## src/shared/lamp_defs.vh

```
// constants for the lamp driver control logic
`ifndef LAMP_DEFS_VH
`define LAMP_DEFS_VH
// configuration register layout and reset value
`define CFG_RESET        8'h18
`define CFG_USED_MASK    8'h9b
`define CFG_RETRY_BIT    7
`define CFG_OL_BIT       4
`define CFG_INRUSH_BIT   3
`define CFG_SEL_HI       1
`define CFG_SEL_LO       0
// lamp control register: duty field and reset
`define CTL_RESET        8'h00
`define CTL_DUTY_MSB     6
`define CTL_USED_MASK    8'h7f
// pwm source select codes
`define SEL_NONE         2'h0
`define SEL_100HZ        2'h1
`define SEL_1KHZ         2'h2
`define SEL_EXTFREQ      2'h3
// clock and pwm timing
`define CLK_HZ           20000000
`define CLK_MHZ          24'h000014
`define PWM_STEPS        128
`define FREQ_LO_HZ       100
`define FREQ_HI_HZ       1000
`define STEP_LO_CYC      (`CLK_HZ / (`FREQ_LO_HZ * `PWM_STEPS))
`define STEP_HI_CYC      (`CLK_HZ / (`FREQ_HI_HZ * `PWM_STEPS))
// protection timing, times in microseconds, counts in clock cycles
`define OC_FILT_US       24'h000001
`define OC_FILT_CYC      (`OC_FILT_US * `CLK_MHZ)
`define INRUSH_US        24'h0007d0
`define INRUSH_CYC       (`INRUSH_US * `CLK_MHZ)
`define RETRY_ON_US      24'h000064
`define RETRY_ON_CYC     (`RETRY_ON_US * `CLK_MHZ)
`define RETRY_OFF_US     24'h000320
`define RETRY_OFF_CYC    (`RETRY_OFF_US * `CLK_MHZ)
`define OL_FILT_US       24'h00000a
`define OL_FILT_CYC      (`OL_FILT_US * `CLK_MHZ)
// common counter width
`define CNT_W            24
`endif

```

## src/lamp_driver_control.v

```verilog
// lamp output control: on/off, pwm, overcurrent retry, inrush delay, open load
//
// Notes on behaviour
// lamp bit of on/off word switches output
// lamp control register sets pwm dimming
// retry bit cycles output short on, long off
// bit 4 enables open-load sink, default on
// bit 3 adds inrush delay before overcurrent
// internal duty from low seven control bits
// input pin switches output when no pwm source is selected
// bits 1:0 pick pwm source and frequency
// sink detects open filament, raises fault
// bits 6, 5, 2 unused, read zero
// protection times are cycle-count parameters
// reset gives config with inrush and sink on
`default_nettype none
`include "lamp_defs.vh"
module lamp_driver_control #(
    parameter [23:0] INRUSH_CYC    = `INRUSH_CYC,     // inrush tolerance
    parameter [23:0] RETRY_ON_CYC  = `RETRY_ON_CYC,   // retry on interval
    parameter [23:0] RETRY_OFF_CYC = `RETRY_OFF_CYC,  // retry off interval
    parameter [23:0] OC_FILT_CYC   = `OC_FILT_CYC,    // plain overcurrent filter
    parameter [23:0] OL_FILT_CYC   = `OL_FILT_CYC     // open-load filter
) (
    // clock and reset
    input  wire         clock_in,
    input  wire         rst_in,
    // register writes from the serial port decoder
    input  wire         cfg_wr_in,
    input  wire [7:0]   cfg_data_in,
    input  wire         ctl_wr_in,
    input  wire [7:0]   ctl_data_in,
    input  wire         onoff_wr_in,
    input  wire         lamp_on_in,
    input  wire         fault_clr_in,
    // register read-back
    output reg  [7:0]   cfg_rd_out,
    output reg  [7:0]   ctl_rd_out,
    output reg          lamp_bit_out,
    output reg          oc_fault_out,
    output reg          ol_fault_out,
    // pins and analog comparators, asynchronous
    input  wire         ext_pin_in,
    input  wire         oc_det_in,
    input  wire         ol_det_in,
    // power stage controls
    output reg          lamp_drive_out,
    output reg          open_load_sink_out
);
    // protection state codes
    localparam [1:0] ST_RUN   = 2'h0;   // normal drive
    localparam [1:0] ST_TRIP  = 2'h1;   // latched off, no retry
    localparam [1:0] ST_OFF   = 2'h2;   // retry long off interval
    localparam [1:0] ST_RETRY = 2'h3;   // retry short on interval

    // count reaches its limit (limit of zero treated as one)
    function reached;
        input [23:0] cnt;
        input [23:0] lim;
        begin
            reached = (cnt + 24'h000001 >= lim);
        end
    endfunction

    reg  [2:0]          sync1_q;        // first synchroniser stage
    reg  [2:0]          sync2_q;        // second synchroniser stage
    wire                ext_s;          // synchronised input pin
    wire                oc_s;           // synchronised overcurrent
    wire                ol_s;           // synchronised open-load comparator
    wire [2:0]          async_in;       // bundle of asynchronous inputs
    reg  [7:0]          cfg_q;          // configuration register
    reg  [7:0]          ctl_q;          // lamp control register
    reg                 lamp_q;         // lamp bit of on/off word
    wire                pwm_w;          // generated pwm waveform
    reg                 cmd;            // commanded output before protection
    reg  [1:0]          state_q;        // protection state
    reg  [1:0]          state_d;        // next protection state
    reg  [23:0]         tmr_q;          // retry interval timer
    reg  [23:0]         oc_cnt_q;       // overcurrent persistence count
    reg  [23:0]         ol_cnt_q;       // open-load persistence count
    wire [23:0]         oc_lim;         // persistence needed before tripping
    wire                oc_trip;        // overcurrent confirmed this cycle
    wire                ol_hit;         // open load confirmed this cycle
    wire                lamp_off_wr;    // host commands lamp off
    wire                drive_d;        // next output drive

    assign async_in = {ol_det_in, oc_det_in, ext_pin_in};
    assign ext_s    = sync2_q[0];
    assign oc_s     = sync2_q[1];
    assign ol_s     = sync2_q[2];

    // two-stage synchronisers for pin and comparator inputs
    genvar gi;
    generate
        for (gi = 0; gi < 3; gi = gi + 1)
        begin : g_sync
            always @(posedge clock_in)
            begin
                if (rst_in)
                begin
                    sync1_q[gi] <= 1'b0;
                    sync2_q[gi] <= 1'b0;
                end
                else
                begin
                    sync1_q[gi] <= async_in[gi];
                    sync2_q[gi] <= sync1_q[gi];
                end
            end
        end
    endgenerate

    // host registers; unused config bits forced to zero
    always @(posedge clock_in)
    begin
        if (rst_in)
        begin
            cfg_q  <= `CFG_RESET;
            ctl_q  <= `CTL_RESET;
            lamp_q <= 1'b0;
        end
        else
        begin
            if (cfg_wr_in)
                cfg_q <= cfg_data_in & `CFG_USED_MASK;
            if (ctl_wr_in)
                ctl_q <= ctl_data_in & `CTL_USED_MASK;
            if (onoff_wr_in)
                lamp_q <= lamp_on_in;
        end
    end

    // pwm generator, duty from the low seven control bits
    lamp_pwm_timer u_pwm (
        .clock_in (clock_in),
        .rst_in   (rst_in),
        .sel_in   (cfg_q[`CFG_SEL_HI:`CFG_SEL_LO]),
        .ext_in   (ext_s),
        .duty_in  (ctl_q[`CTL_DUTY_MSB:0]),
        .pwm_out  (pwm_w)
    );

    // command selection by pwm source
    always @*
    begin
        cmd = 1'b0;
        case (cfg_q[`CFG_SEL_HI:`CFG_SEL_LO])
            `SEL_NONE:
                cmd = lamp_q | ext_s;
            `SEL_100HZ, `SEL_1KHZ, `SEL_EXTFREQ:
                cmd = lamp_q & pwm_w;
            default:
                cmd = 1'b0;
        endcase
    end

    // overcurrent must persist; longer with inrush delay set
    assign oc_lim  = cfg_q[`CFG_INRUSH_BIT] ? INRUSH_CYC : OC_FILT_CYC;
    assign oc_trip = oc_s & lamp_drive_out & reached(oc_cnt_q, oc_lim);
    assign lamp_off_wr = onoff_wr_in & ~lamp_on_in;

    // persistence counter, cleared whenever current is normal or output off
    always @(posedge clock_in)
    begin
        if (rst_in)
            oc_cnt_q <= 24'h000000;
        else if (~oc_s | ~lamp_drive_out | (state_q != ST_RUN) | oc_trip)
            oc_cnt_q <= 24'h000000;
        else
            oc_cnt_q <= oc_cnt_q + 24'h000001;
    end

    // protection state machine
    always @*
    begin
        state_d = state_q;
        case (state_q)
            ST_RUN:
                if (oc_trip)
                    state_d = cfg_q[`CFG_RETRY_BIT] ? ST_OFF : ST_TRIP;
            ST_TRIP:
                if (lamp_off_wr)
                    state_d = ST_RUN;
                else if (cfg_q[`CFG_RETRY_BIT])
                    state_d = ST_OFF;
            ST_OFF:
                if (~cfg_q[`CFG_RETRY_BIT])
                    state_d = ST_TRIP;
                else if (reached(tmr_q, RETRY_OFF_CYC))
                    state_d = ST_RETRY;
            ST_RETRY:
                if (reached(tmr_q, RETRY_ON_CYC))
                    state_d = oc_s ? ST_OFF : ST_RUN;
            default:
                state_d = ST_RUN;
        endcase
    end

    // state and interval timer, timer restarts on each state change
    always @(posedge clock_in)
    begin
        if (rst_in)
        begin
            state_q <= ST_RUN;
            tmr_q   <= 24'h000000;
        end
        else
        begin
            state_q <= state_d;
            if (state_d != state_q)
                tmr_q <= 24'h000000;
            else
                tmr_q <= tmr_q + 24'h000001;
        end
    end

    // output drive, off in trip and retry-off states
    assign drive_d = ((state_d == ST_RUN) | (state_d == ST_RETRY)) & cmd;

    // open load: sink active with output low means no filament pull-up
    assign ol_hit = open_load_sink_out & ol_s & reached(ol_cnt_q, OL_FILT_CYC);

    // open-load persistence counter
    always @(posedge clock_in)
    begin
        if (rst_in)
            ol_cnt_q <= 24'h000000;
        else if (~open_load_sink_out | ~ol_s | ol_hit)
            ol_cnt_q <= 24'h000000;
        else
            ol_cnt_q <= ol_cnt_q + 24'h000001;
    end

    // power stage and sink; sink only while the output is off
    always @(posedge clock_in)
    begin
        if (rst_in)
        begin
            lamp_drive_out     <= 1'b0;
            open_load_sink_out <= 1'b0;
        end
        else
        begin
            lamp_drive_out     <= drive_d;
            open_load_sink_out <= cfg_q[`CFG_OL_BIT] & ~drive_d;
        end
    end

    // sticky fault flags; a new event wins over a clear
    always @(posedge clock_in)
    begin
        if (rst_in)
        begin
            oc_fault_out <= 1'b0;
            ol_fault_out <= 1'b0;
        end
        else
        begin
            if (oc_trip)
                oc_fault_out <= 1'b1;
            else if (fault_clr_in)
                oc_fault_out <= 1'b0;
            if (ol_hit)
                ol_fault_out <= 1'b1;
            else if (fault_clr_in)
                ol_fault_out <= 1'b0;
        end
    end

    // read-back copies of the host registers
    always @(posedge clock_in)
    begin
        if (rst_in)
        begin
            cfg_rd_out   <= `CFG_RESET;
            ctl_rd_out   <= `CTL_RESET;
            lamp_bit_out <= 1'b0;
        end
        else
        begin
            cfg_rd_out   <= cfg_q;
            ctl_rd_out   <= ctl_q;
            lamp_bit_out <= lamp_q;
        end
    end
endmodule // lamp_driver_control
`default_nettype wire

```

## src/lamp_pwm_timer.v

```verilog
// pwm waveform generator with internal or pin-measured frequency
`default_nettype none
`include "lamp_defs.vh"
module lamp_pwm_timer (
    // clock and reset
    input  wire         clock_in,
    input  wire         rst_in,
    // configuration
    input  wire [1:0]   sel_in,
    input  wire [6:0]   duty_in,
    // synchronised external input pin
    input  wire         ext_in,
    // waveform
    output reg          pwm_out
);
    localparam integer STEP_LO_FULL = `STEP_LO_CYC;         // prescale at 100 hz, full width
    localparam integer STEP_HI_FULL = `STEP_HI_CYC;         // prescale at 1 khz, full width
    localparam [10:0]  STEP_LO      = STEP_LO_FULL[10:0];   // prescale at 100 hz
    localparam [10:0]  STEP_HI      = STEP_HI_FULL[10:0];   // prescale at 1 khz

    reg  [10:0]         step_q;                 // prescaler count
    reg  [6:0]          phase_q;                // position in the 128-step ramp
    reg                 ext_dly_q;              // delayed pin for edge detect
    reg  [23:0]         per_cnt_q;              // cycles since last pin rise
    reg  [23:0]         per_q;                  // last measured pin period
    wire [10:0]         step_lim;               // prescale limit for the mode
    wire                ext_rise;               // rising edge of the pin
    wire [30:0]         prod;                   // period times duty
    wire [23:0]         on_cyc;                 // high time in ext-frequency mode

    assign step_lim = (sel_in == `SEL_1KHZ) ? STEP_HI : STEP_LO;
    assign ext_rise = ext_in & ~ext_dly_q;
    assign prod     = per_q * duty_in;
    assign on_cyc   = prod[30:7];

    // internal ramp: prescaler then phase
    always @(posedge clock_in)
    begin
        if (rst_in)
        begin
            step_q  <= 11'h000;
            phase_q <= 7'h00;
        end
        else if (step_q >= step_lim - 11'h001)
        begin
            step_q  <= 11'h000;
            phase_q <= phase_q + 7'h01;
        end
        else
        begin
            step_q <= step_q + 11'h001;
        end
    end

    // pin period measurement, restarted on each rising edge
    always @(posedge clock_in)
    begin
        if (rst_in)
        begin
            ext_dly_q <= 1'b0;
            per_cnt_q <= 24'h000000;
            per_q     <= 24'h000000;
        end
        else
        begin
            ext_dly_q <= ext_in;
            if (ext_rise)
            begin
                per_q     <= per_cnt_q + 24'h000001;
                per_cnt_q <= 24'h000000;
            end
            else if (per_cnt_q != 24'hffffff)
            begin
                per_cnt_q <= per_cnt_q + 24'h000001;
            end
        end
    end

    // waveform: high while the phase is below the duty value, or in ext-frequency mode while the cycles since the pin rise are below on_cyc
    always @(posedge clock_in)
    begin
        if (rst_in)
            pwm_out <= 1'b0;
        else if (sel_in == `SEL_EXTFREQ)
            pwm_out <= (ext_rise ? 24'h000000 : per_cnt_q + 24'h000001) < on_cyc;
        else
            pwm_out <= phase_q < duty_in;
    end
endmodule // lamp_pwm_timer
`default_nettype wire

```

## config.mk

```make
export PLATFORM = sky130hd
export DESIGN_NAME = lamp_driver_control
export DESIGN_NICKNAME = d
export VERILOG_FILES = /design/src/lamp_driver_control.v /design/src/lamp_pwm_timer.v
export VERILOG_INCLUDE_DIRS = /design/src /design/src/shared
export SDC_FILE = /design/constraint.sdc
export NUM_CORES = 1
export LEC_CHECK = 0
export ABC_AREA = 1
export BUFFER_PORTS_ARGS = -buffer_cell sky130_fd_sc_hd__buf_2
export CORE_MARGIN = 8
export CORE_UTILIZATION = 40
export DETAILED_ROUTE_END_ITERATION = 10
export PLACE_DENSITY = 0.57
export SYNTH_ARGS = -nofsm -noshare
export SYNTH_HDL_FRONTEND = slang
export SYNTH_SLANG_ARGS = --single-unit
```

## constraint.sdc

```tcl
create_clock -name clock_in -period 14.7 [get_ports clock_in]
set_clock_uncertainty 0.2 [all_clocks]
set_input_delay 1.47 -clock clock_in [delete_from_list [all_inputs] [get_ports clock_in]]
set_output_delay 1.47 -clock clock_in [all_outputs]
set_load 0.02 [all_outputs]
```

==> results of run 1 <==
[routing by layer]
metal,part of all wire,wire length [um],global-route usage
met1,0.50,15650,0.2031
met2,0.47,14880,0.2673
met3,0.023,738,0.01928
met4,0.010,325,0.03521
met5,0,0,0
[cell type report]
class / instances / share of cell area
inverters: 424 / 0.1011
repair buffers: 42 / 0.01399
flip-flops and latches: 178 / 0.2264
clock buffers: 21 / 0.02989
clock inverters: 11 / 0.009540
well taps: 461 / 0.03665
multi-input cells: 1426 / 0.5824
[logic make-up (layout without fill, tap and decap cells)]
family,Yosys count,in the layout,synth area share
adders and majority gates,204,204,0.2318
buffers and inverters,489,498,0.1299
DFF,178,178,0.2456
xor gates and xnor gates,77,77,0.04648
AOI/OAI and AO/OA,200,200,0.07614
and+or+nand+nor,917,917,0.2699
other,1,28,0.0002584
[stage by stage]
| stage | setup WS (ns) | cells | hold WS (ns) | power (mW) |
|---|---|---|---|---|
| after global placement | 7.563 | 2531 | 0.1900 | 0.5848 |
| after detailed placement | 7.567 | 2531 | 0.1963 | 0.5860 |
| after global routing | 7.235 | 2563 | 0.2126 | 1.099 |
| after CTS | 7.543 | 2563 | 0.2063 | 1.069 |
| final | 7.734 | 2563 | 0.2039 | 1.053 |
| after floorplan | 8.765 | 2093 | 0.1883 | 0.5644 |
[synth_stat cells, drive strengths merged]
| master | count |
|---|---|
| o221ai | 2 |
| nor3 | 20 |
| a21o | 5 |
| nand3 | 67 |
| nor4 | 7 |
| a21boi | 1 |
| a311o | 1 |
| o21ai | 68 |
| a311oi | 1 |
| and3 | 1 |
| or4 | 1 |
| o21a | 3 |
| a211o | 1 |
| nor2 | 257 |
| a211oi | 6 |
| a221oi | 1 |
| clkbuf | 57 |
| inv | 422 |
| a32o | 1 |
| buf | 8 |
| clkinv | 2 |
| o211ai | 1 |
| xnor2 | 28 |
| nor3b | 4 |
| nand3b | 7 |
| and2 | 3 |
| o22ai | 1 |
| or2 | 2 |
| o31ai | 1 |
| fa | 108 |
| o21bai | 6 |
| ha | 96 |
| dfxtp | 178 |
| xor2 | 49 |
| nand4 | 24 |
| o221a | 1 |
| a21oi | 95 |
| nand2 | 524 |
| conb | 1 |
| a31oi | 5 |
[worst max path at each step]
stage	cells after the start	from	slack (ns)	to
2_1_floorplan	28	ctl_q[6]$_SDFFE_PP0P_	8.77	u_pwm.pwm_out$_SDFF_PP0_
5_1_grt	27	ctl_q[6]$_SDFFE_PP0P_	7.24	u_pwm.pwm_out$_SDFF_PP0_
6_report	26	ctl_q[6]$_SDFFE_PP0P_	7.73	u_pwm.pwm_out$_SDFF_PP0_
3_5_place_dp	26	ctl_q[6]$_SDFFE_PP0P_	7.57	u_pwm.pwm_out$_SDFF_PP0_
3_3_place_gp	26	ctl_q[6]$_SDFFE_PP0P_	7.56	u_pwm.pwm_out$_SDFF_PP0_
4_1_cts	26	ctl_q[6]$_SDFFE_PP0P_	7.54	u_pwm.pwm_out$_SDFF_PP0_
[power groups by stage]
stage          combinational (mW)  clock (mW)  sequential [mW]
6_report                   0.0624       0.480            0.511
5_1_grt                    0.0715       0.514            0.513
4_1_cts                    0.0635       0.494            0.512
3_5_place_dp               0.0632           0            0.523
3_3_place_gp               0.0623           0            0.522
2_1_floorplan              0.0495           0            0.515
[worst max-delay path: stages (launching register included)]
cell	delay, ns
sky130_fd_sc_hd__dfxtp_1	1.05
sky130_fd_sc_hd__nand2_1	0.19
sky130_fd_sc_hd__fa_1	0.55
sky130_fd_sc_hd__fa_1	0.54
sky130_fd_sc_hd__inv_1	0.06
sky130_fd_sc_hd__fa_1	0.51
sky130_fd_sc_hd__fa_1	0.50
sky130_fd_sc_hd__ha_1	0.33
sky130_fd_sc_hd__a21oi_1	0.15
sky130_fd_sc_hd__o21a_1	0.13
sky130_fd_sc_hd__nand2_1	0.08
sky130_fd_sc_hd__a21oi_1	0.39
sky130_fd_sc_hd__o21bai_1	0.20
sky130_fd_sc_hd__nand3_1	0.11
sky130_fd_sc_hd__nand2_1	0.09
sky130_fd_sc_hd__nand2_1	0.07
sky130_fd_sc_hd__nand2_1	0.07
sky130_fd_sc_hd__nand2_1	0.08
sky130_fd_sc_hd__nand2_1	0.06
sky130_fd_sc_hd__xor2_1	0.15
sky130_fd_sc_hd__ha_1	0.30
sky130_fd_sc_hd__nand2_1	0.06
sky130_fd_sc_hd__or4_1	0.50
sky130_fd_sc_hd__nor4_1	0.19
sky130_fd_sc_hd__nand2_1	0.09
sky130_fd_sc_hd__nand2_1	0.09
sky130_fd_sc_hd__a21oi_1	0.07
[cell usage in the layout (no fill, tap or decap), drive strengths merged, types with 7 or more instances in the layout]
master	count
nand2	524
inv	425
nor2	257
dfxtp	178
fa	108
ha	96
a21oi	95
o21ai	68
nand3	67
xor2	49
buf	42
xnor2	28
conb	28
nand4	24
clkbuf	21
nor3	20
nand3b	7
nor4	7
[registers in the layout (all words and copies together) (netlist names), 2 cells and up]
name	flops
ctl_rd_out	7
cfg_q	5
ol_cnt_q	24
u_pwm.phase_q	7
u_pwm.step_q	11
sync1_q	3
tmr_q	24
oc_cnt_q	24
u_pwm.per_q	24
u_pwm.per_cnt_q	24
cfg_rd_out	5
ctl_q	7
state_q	2
==> metrics.txt, run 1 <==
proportion of power drawn by combinational gates 0.059; mean routed wirelength per cell 12.33 um; clock tree from TritonCTS yes; Vert. Die Dim 206.5 um; arrival time of the worst setup path 7.04 ns; via count of the first global-routing pass 11790; number of design rule violations left after detail routing 0; wire length reported by the detailed router 31.59 mm; internal power 0.7975 mW; fraction of power spent switching nets 0.2429; multi-input gate area in the final layout 9166 um2; post-route clock period utilization 0.4739; Worst VDD drop 0.07557 mV; final weighted congestion in routability-driven placement 0.8912; number of instances in the synthesized netlist 2066; number of buffers inserted to repair setup after CTS 0; Storage cell area 3563 um2; row cnt 69; reported leakage power 8.481 nW; Area growth, synth to finish 8.467%; Worst R2R Path Depth 26; Net count, final 2319; type of element launching the critical path flip-flop; relative contribution of the clock network to total power 0.455; antenna-violating nets left 0; number of buffers added on ports 38; clock sink count 178; setup-violating endpoint count in the final report 0; clock-pin slew of the registers on the worst-case setup and hold paths 0.07 ns; cell taking the most area after synthesis sky130_fd_sc_hd__dfxtp_1; global-route wire length before repair 54.90 mm; warning count from the yosys run 0; vias per cell 4.725; largest buffer count on any clock path 2; number of top-level pins 47; DR iter-0 viols 526; number of antenna violations at the first check in global routing 0; result of the run complete, no violations; standard cell core area 35660 um2; areal power density over the cells 66.93 nW/um2; capture instance of the worst register-to-register path u_pwm.pwm_out$_SDFF_PP0_; post-synth top area share 0.2456; number of maximum-capacitance constraint violations 0; post-detailed-placement cell area 15120 um2; number of max-slew violations in the final report 0; Mapped Area 14510 um2; combined global-route utilization of all metal layers 0.1546; number of cells on the worst hold path 2; Finished Cell Area 15740 um2; Initial Util 0.4070; headroom to the max-slew limit 0.2542; setup repair after global routing missed its margin no; sequential element share of the synthesized area 0.2456; upper clock frequency limit 0.1436 GHz; top fanout value on the critical path 25; post-synthesis cell type count 55; min-delay src sync1_q[1]$_SDFF_PP0_; min cycle time layout 6.966 ns; capture endpoint of the worst hold path oc_s$_SDFF_PP0_; dpl hpwl 25.05 mm; post-synthesis sequential element count 178; kind of end point of the critical path flip-flop; layout cells sized above 1 0.06518; reported net switching power 0.2559 mW; number of buffers added by the clock tree synthesis step 17; maximum number of pins on one net before global-route repair 33; sequential group share of total power 0.485; vias after detailed routing 12110; clock insertion delay at the later pin of the skew report 0.43 ns; total count of hold-check failures in the final report 0; H-tree depth 4; final global-route overflow total 0; post-synthesis average cell area 7.023 um2; largest cells by area after synthesis sky130_fd_sc_hd__dfxtp_1 25%, sky130_fd_sc_hd__fa_1 15%, sky130_fd_sc_hd__nand2_1 13%; Min-Delay Path Class flip-flop to flip-flop; Resized Gates After CTS 0; final core occ 0.4414; Crit Reg-Reg Startpoint ctl_q[6]$_SDFFE_PP0P_; fill count 3731; total negative slack 0 ns; R2R setup slack 7.73 ns; critical path required time 14.78 ns; antenna diode count 0; library cell used as clock root buffer sky130_fd_sc_hd__clkbuf_16; transition time at the pin with the least slew margin 1.117 ns; number of buffers inserted by hold repair at cts 0; DR pass1 iterations 5; category of the most critical setup path flip-flop to flip-flop; Die Width 206.5 um; area of the die 42630 um2
Power figures use the tool's default switching activity.
==> run 2: changes to the inputs <==
- ABC_AREA: 1 -> 0
- PLACE_DENSITY: 0.57 -> 0.58
- clock period: 14.7 -> 6.7 ns (I/O delays scaled with it)
==> run 2 against run 1 <==
Area after synthesis shrank 7.9%; cell count shrank 20%; combinational power grew 140%; synthesized cell count shrank 27%; utilization grew 1.9 points; design area shrank 2.9%; die area shrank 7.3%; routed wire length shrank 5.7%.
==> metrics.txt, run 2 <==
final weighted congestion in routability-driven placement 0.8298 (was 0.8912); upper clock frequency limit 0.1545 GHz (was 0.1436 GHz); min cycle time layout 6.471 ns (was 6.966 ns); Net count, final 1827 (was 2319); reported net switching power 0.6077 mW (was 0.2559 mW); relative contribution of the clock network to total power 0.443 (was 0.455); row cnt 67 (was 69); number of top-level pins 47 (unchanged); post-synthesis sequential element count 178 (unchanged); final core occ 0.4605 (was 0.4414); number of enable-type register cells in the synthesized netlist 0 (unchanged); multi-input gate area in the final layout 9320 um2 (was 9166 um2); dpl hpwl 22.90 mm (was 25.05 mm); kind of end point of the critical path flip-flop (unchanged); post-route non-filler standard cell count 2058 (was 2563); antenna-violating nets left 0 (unchanged); library cell used as clock root buffer sky130_fd_sc_hd__clkbuf_16 (unchanged); library cell with the highest instance count after synthesis sky130_fd_sc_hd__dfxtp_1 (was sky130_fd_sc_hd__nand2_1); critical path required time 6.89 ns (was 14.78 ns); largest buffer count on any clock path 2 (unchanged); power after layout 2.248 mW (was 1.053 mW); fill count 3308 (was 3731); worst slack, placed -0.09900 ns (was 7.567 ns); sequential element share of the synthesized area 0.2667 (was 0.2456); combined global-route utilization of all metal layers 0.1598 (was 0.1546); number of max-slew violations in the final report 0 (unchanged); compound-gate portion of the synthesized area 0.1035 (was 0.07614); Initial Util 0.4025 (was 0.4070); wire length reported by the detailed router 29.80 mm (was 31.59 mm); internal power 1.640 mW (was 0.7975 mW); top fanout value on the critical path 3 (was 25); post-synthesis simple-gate area fraction 0.2306 (was 0.2699); reported leakage power 7.063 nW (was 8.481 nW); final global-route overflow total 0 (unchanged); top post-synthesis cells by count 178 x sky130_fd_sc_hd__dfxtp_1, 129 x sky130_fd_sc_hd__inv_1, 127 x sky130_fd_sc_hd__nand2_1, 124 x sky130_fd_sc_hd__and2_1, 114 x sky130_fd_sc_hd__nor2_1 (was 513 x sky130_fd_sc_hd__nand2_1, 414 x sky130_fd_sc_hd__inv_1, 221 x sky130_fd_sc_hd__nor2_1, 178 x sky130_fd_sc_hd__dfxtp_1, 108 x sky130_fd_sc_hd__fa_1); vias after detailed routing 10310 (was 12110); number of design rule violations left after detail routing 0 (unchanged); sequential group share of total power 0.492 (was 0.485); global-route wire length before repair 51.94 mm (was 54.90 mm); most used cells in the layout excluding fill and tap cells 171 x sky130_fd_sc_hd__dfxtp_1, 129 x sky130_fd_sc_hd__inv_1, 127 x sky130_fd_sc_hd__nand2_1 (was 513 x sky130_fd_sc_hd__nand2_1, 414 x sky130_fd_sc_hd__inv_1, 220 x sky130_fd_sc_hd__nor2_1); number of antenna violations at the first check in global routing 0 (unchanged); post-synthesis average cell area 8.866 um2 (was 7.023 um2); number of buffers added on ports 38 (unchanged); clock tree from TritonCTS yes (unchanged); PnR worst setup slack 0.2287 ns (was 7.734 ns); H-tree depth 4 (unchanged); Die Width 198.8 um (was 206.5 um); Worst VDD drop 0.1593 mV (was 0.07557 mV); clock sink count 178 (unchanged); result of the run complete, no violations (unchanged); setup repair after global routing missed its margin yes (was no); Largest stage delay, worst path 0.58 ns (was 1.05 ns); fraction of synthesized area in multiplexers 0.01526 (was 0); Vert. Die Dim 198.8 um (was 206.5 um); mean routed wirelength per cell 14.48 um (was 12.33 um); setup-violating endpoint count in the final report 0 (unchanged); Synth Area in Adders 0.2517 (was 0.2318); type of element launching the critical path flip-flop (unchanged); antenna diode count 0 (unchanged); arrival time of the worst setup path 6.66 ns (was 7.04 ns); number of buffers added by the clock tree synthesis step 17 (unchanged); Min-Delay Path Class input port to flip-flop (was flip-flop to flip-flop); Finished Cell Area 15290 um2 (was 15740 um2); post-synthesis cell type count 81 (was 55); total negative slack 0 ns (unchanged); dominant combinational cell family by area after synthesis adder cells (was simple AND/OR/NAND/NOR gates); most repeated library cell on the critical path sky130_fd_sc_hd__a21o_1 (was sky130_fd_sc_hd__nand2_1); fraction of power spent switching nets 0.2703 (was 0.2429); most common cell after layout, fill and taps aside sky130_fd_sc_hd__dfxtp_1 (was sky130_fd_sc_hd__nand2_1); area of the die 39510 um2 (was 42630 um2); standard cell core area 33200 um2 (was 35660 um2); via count of the first global-routing pass 10690 (was 11790); Storage cell area 3572 um2 (was 3563 um2); worst hold slack after final layout 0.2294 ns (was 0.2039 ns); number of instances in the synthesized netlist 1507 (was 2066); commonest register cell after synthesis sky130_fd_sc_hd__dfxtp_1 (unchanged); cell taking the most area after synthesis sky130_fd_sc_hd__dfxtp_1 (unchanged); areal power density over the cells 147.1 nW/um2 (was 66.93 nW/um2); transition time at the pin with the least slew margin 1.123 ns (was 1.117 ns); placed cells 2023 (was 2531); Area growth, synth to finish 14.41% (was 8.467%); warning count from the yosys run 0 (unchanged); maximum number of pins on one net before global-route repair 49 (was 33); xor and xnor fraction of the mapped netlist area 0.07604 (was 0.04648); Synth async-reset ratio 0 (unchanged); DR pass1 iterations 5 (unchanged); number of maximum-capacitance constraint violations 0 (unchanged); post-synth top area share 0.2667 (was 0.2456); DR iter-0 viols 483 (was 526); slowest library cell on the worst path sky130_fd_sc_hd__fa_1 (was sky130_fd_sc_hd__dfxtp_1); number of buffers inserted by hold repair at cts 0 (unchanged); category of the most critical setup path flip-flop to flip-flop (unchanged); clock insertion delay at the later pin of the skew report 0.45 ns (was 0.43 ns); post-route clock period utilization 0.9659 (was 0.4739); headroom to the max-slew limit 0.2511 (was 0.2542); largest cells by area after synthesis sky130_fd_sc_hd__dfxtp_1 27%, sky130_fd_sc_hd__fa_1 16%, sky130_fd_sc_hd__ha_1 9.0% (was sky130_fd_sc_hd__dfxtp_1 25%, sky130_fd_sc_hd__fa_1 15%, sky130_fd_sc_hd__nand2_1 13%); proportion of power drawn by combinational gates 0.065 (was 0.059); layout cells sized above 1 0.1236 (was 0.06518); total count of hold-check failures in the final report 0 (unchanged); post-detailed-placement cell area 14490 um2 (was 15120 um2); vias per cell 5.008 (was 4.725); Mapped Area 13360 um2 (was 14510 um2); clock-pin slew of the registers on the worst-case setup and hold paths 0.08 ns (was 0.07 ns)
## run 2: cell types whose count changed in the layout (fill, tap and decap cells not counted), sizes merged, moves of 29 or more
cell	change
and2	+123
nor2b	+31
nor2	-143
xnor2	+29
buf	+63
a21oi	-43
nand2	-397
inv	-291
## run 2: layout make-up
cell class	count	area share
inverters	129	0.03167
repair buffers	105	0.04935
flip-flops and latches	178	0.2337
clock buffers	17	0.02783
well taps	448	0.03667
clock inverters	15	0.01113
multi-input cells	1166	0.6097
## run 2: worst paths after layout
check	slack, ns	endpoint	cells after the start	start
setup / recovery	0.23	u_pwm.pwm_out$_SDFF_PP0_	26	u_pwm.per_q[5]$_SDFFE_PP0P_
hold / removal	0.23	sync1_q[1]$_SDFF_PP0_	2	oc_det_in
setup reg to reg	0.23	u_pwm.pwm_out$_SDFF_PP0_	26	u_pwm.per_q[5]$_SDFFE_PP0P_
hold reg to reg	0.26	ol_s$_SDFF_PP0_	1	sync1_q[2]$_SDFF_PP0_
## run 2: worst max-delay path: cells and delay by family, from the launching register on
| family | cells | cell delay (ns) |
|---|---|---|
| adder cells (fa/ha/maj) | 6 | 2.55 |
| XOR/XNOR | 1 | 0.18 |
| flip-flops | 1 | 0.33 |
| buffers and inverters | 2 | 0.10 |
| AO/OA/AOI/OAI | 15 | 2.83 |
| AND/OR/NAND/NOR | 2 | 0.25 |
## run 2: repair_timing
action / CTS / global route
gates resized for setup: 7 / 33
setup buffers: 0 / 3
setup endpoints to repair: 1 / 1
pin swaps: 3 / 44
hold endpoints to repair: 0 / 0
## run 2: metal layers
metal	global-route usage	vias up	routed length, um
met4	0.03953	0	341
met2	0.2687	110	13880
met5	0	-	0
met3	0.02318	26	841
met1	0.2133	4982	14740
li1	-	5189	-
## run 2: power groups by stage
| stage | Clock (mW) | Sequential [mW] | Combinational (mW) |
|---|---|---|---|
| 6_report | 0.996 | 1.11 | 0.147 |
| 3_5_place_dp | 0 | 1.13 | 0.146 |
| 5_1_grt | 1.07 | 1.11 | 0.166 |
| 2_1_floorplan | 0 | 1.13 | 0.0858 |
| 3_3_place_gp | 0 | 1.13 | 0.144 |
| 4_1_cts | 1.02 | 1.11 | 0.147 |
## run 2: kinds of logic after synthesis
logic type / Yosys count
simple gates: 591
compound gates: 207
fa+ha+maj: 204
buf+inv: 190
flops: 178
xor+xnor: 116
mux: 20
other cells: 1
==> run 3: changes to the inputs <==
- RECOVER_POWER: unset -> 25
==> run 3 against run 2 <==
Sequential power about the same; die area unchanged; largest power group unchanged; first-iteration DRC count increased by 0.21%; worst hold slack about the same; routed wire length about the same; power about the same; cell count unchanged; register-to-register slack about the same; combinational power about the same; design area about the same; utilization about the same; sequential share of layout area about the same.
==> metrics.txt, run 3 (synthesized netlist as in run 2, its figures left out) <==
result of the run complete, no violations (unchanged); sequential group share of total power 0.492 (about the same); library cell used as clock root buffer sky130_fd_sc_hd__clkbuf_16 (unchanged); Worst VDD drop 0.1592 mV (was 0.1593 mV); number of cells on the worst hold path 2 (unchanged); headroom to the max-slew limit 0.2512 (was 0.2511); type of element launching the critical path flip-flop (unchanged); final global-route overflow total 0 (unchanged); row cnt 67 (unchanged); areal power density over the cells 147.2 nW/um2 (was 147.1 nW/um2); number of buffers added by the clock tree synthesis step 17 (unchanged); mean routed wirelength per cell 14.49 um (was 14.48 um); Largest stage delay, worst path 0.58 ns (about the same); H-tree depth 4 (unchanged); most repeated library cell on the critical path sky130_fd_sc_hd__a21o_1 (unchanged); area of the die 39510 um2 (unchanged); largest buffer count on any clock path 2 (unchanged); capture instance of the worst register-to-register path u_pwm.pwm_out$_SDFF_PP0_ (unchanged); antenna diode count 0 (unchanged); R2R setup slack 0.23 ns (about the same); clock sink count 178 (unchanged); setup repair after global routing missed its margin yes (unchanged); PnR worst setup slack 0.2280 ns (was 0.2287 ns); clock tree from TritonCTS yes (unchanged); Net count, final 1827 (unchanged); total negative slack 0 ns (unchanged); total count of hold-check failures in the final report 0 (unchanged); min-delay src oc_det_in (unchanged); layout cells sized above 1 0.1180 (was 0.1236); Min-Delay Path Class input port to flip-flop (unchanged); standard cell core area 33200 um2 (unchanged); Worst R2R Path Depth 26 (unchanged); capture endpoint of the worst hold path sync1_q[1]$_SDFF_PP0_ (unchanged); top fanout value on the critical path 3 (unchanged); Initial Util 0.4025 (unchanged); clock insertion delay at the later pin of the skew report 0.45 ns (about the same); most common cell after layout, fill and taps aside sky130_fd_sc_hd__dfxtp_1 (unchanged); number of top-level pins 47 (unchanged); relative contribution of the clock network to total power 0.443 (about the same); category of the most critical setup path flip-flop to flip-flop (unchanged); number of buffers added on ports 38 (unchanged); fraction of power spent switching nets 0.2706 (was 0.2703); maximum number of pins on one net before global-route repair 49 (unchanged); wire length reported by the detailed router 29.81 mm (was 29.80 mm); min cycle time layout 6.472 ns (was 6.471 ns); clock-pin slew of the registers on the worst-case setup and hold paths 0.08 ns (about the same); Vert. Die Dim 198.8 um (unchanged); DR iter-0 viols 484 (was 483); cell family contributing the most delay on the critical path compound AO/OA/AOI/OAI gates (unchanged); number of antenna violations at the first check in global routing 0 (unchanged); internal power 1.640 mW (about the same); antenna-violating nets left 0 (unchanged); setup-violating endpoint count in the final report 0 (unchanged); transition time at the pin with the least slew margin 1.123 ns (about the same); number of max-slew violations in the final report 0 (unchanged); kind of end point of the critical path flip-flop (unchanged); combined global-route utilization of all metal layers 0.1598 (unchanged); number of maximum-capacitance constraint violations 0 (unchanged); vias per cell 5.009 (was 5.008); Crit Reg-Reg Startpoint u_pwm.per_q[5]$_SDFFE_PP0P_ (unchanged); upper clock frequency limit 0.1545 GHz (about the same); most used cells in the layout excluding fill and tap cells 171 x sky130_fd_sc_hd__dfxtp_1, 129 x sky130_fd_sc_hd__inv_1, 127 x sky130_fd_sc_hd__nand2_1 (unchanged); final weighted congestion in routability-driven placement 0.8298 (unchanged); reported net switching power 0.6082 mW (was 0.6077 mW); critical path buffer and inverter count 2 (unchanged); reported leakage power 7.031 nW (was 7.063 nW); number of design rule violations left after detail routing 0 (unchanged); proportion of power drawn by combinational gates 0.065 (about the same); Area growth, synth to finish 14.33% (was 14.41%); dpl hpwl 22.90 mm (unchanged); via count of the first global-routing pass 10690 (unchanged); critical path required time 6.88 ns (was 6.89 ns); arrival time of the worst setup path 6.66 ns (about the same); post-route clock period utilization 0.9660 (was 0.9659); Die Width 198.8 um (unchanged); global-route wire length before repair 51.94 mm (unchanged); vias after detailed routing 10310 (about the same); DR pass1 iterations 5 (unchanged); worst slack, placed -0.09900 ns (unchanged); slowest library cell on the worst path sky130_fd_sc_hd__fa_1 (unchanged)
-- run 3: changes by cell type in the layout (fill, tap and decap cells not counted), sizes merged --
cell    delta
buf        -9
clkbuf     +9
-- run 3: repair_timing --
| action | CTS | global route |
|---|---|---|
| resized for setup | 7 | 33 |
| setup endpoints to repair | 1 | 1 |
| buffers inserted | 0 | 3 |
| hold buffers | 0 | 0 |
| pin swaps | 3 | 44 |
| gates cloned | 0 | 0 |
-- run 3: worst max path at each step --
stage / slack (ns) / from / cells past startpoint / end
after floorplan: 0.02 / ctl_q[6]$_SDFFE_PP0P_ / 27 / u_pwm.pwm_out$_SDFF_PP0_
after global placement: -0.05 / u_pwm.per_q[3]$_SDFFE_PP0P_ / 26 / u_pwm.pwm_out$_SDFF_PP0_
after detailed placement: -0.1 / u_pwm.per_q[3]$_SDFFE_PP0P_ / 26 / u_pwm.pwm_out$_SDFF_PP0_
after CTS: 0.01 / u_pwm.per_q[3]$_SDFFE_PP0P_ / 27 / u_pwm.pwm_out$_SDFF_PP0_
after global routing: -0.07 / u_pwm.per_q[5]$_SDFFE_PP0P_ / 28 / u_pwm.pwm_out$_SDFF_PP0_
final: 0.23 / u_pwm.per_q[5]$_SDFFE_PP0P_ / 26 / u_pwm.pwm_out$_SDFF_PP0_
-- run 3: area by class of cell --
type                            count  area [um2]
Inverter                          129       484.2
Clock buffer                       17       425.4
Clock inverter                     15       170.2
Timing Repair Buffer              105       743.2
Tap cell                          448       560.5
Sequential cell                   178        3572
Fill cell                        3314       17920
Multi-Input combinational cell   1166        9320
-- run 3: per-stage QoR --
| stage | hold slack (ns) | power, mW | cells | utilization | instance area, um2 |
|---|---|---|---|---|---|
| 6_report | 0.2298 | 2.248 | 2058 | 0.4602 | 15280 |
| 5_1_grt | 0.2344 | 2.345 | 2058 | 0.4602 | 15280 |
| 4_1_cts | 0.2111 | 2.277 | 2055 | 0.4553 | 15110 |
| 3_5_place_dp | 0.2480 | 1.276 | 2023 | 0.4366 | 14490 |
| 3_3_place_gp | 0.2281 | 1.273 | 2023 | 0.4366 | 14490 |
| 2_1_floorplan | 0.2138 | 1.214 | 1534 | - | 13470 |
-- run 3: metal layers --
layer	vias to the layer above	global-route usage	wire [um]
met5	-	0	0
met4	0	0.03953	341
met3	26	0.02318	843
met2	111	0.2687	13890
met1	4983	0.2133	14740
li1	5188	-	-
-- run 3: power by group through the flow --
stage	logic [mW]	clock network, mW	registers [mW]
floorplan	0.0858	0	1.13
global route	0.165	1.07	1.11
CTS	0.147	1.02	1.11
finish	0.147	0.996	1.11
detailed placement	0.146	0	1.13
global placement	0.144	0	1.13
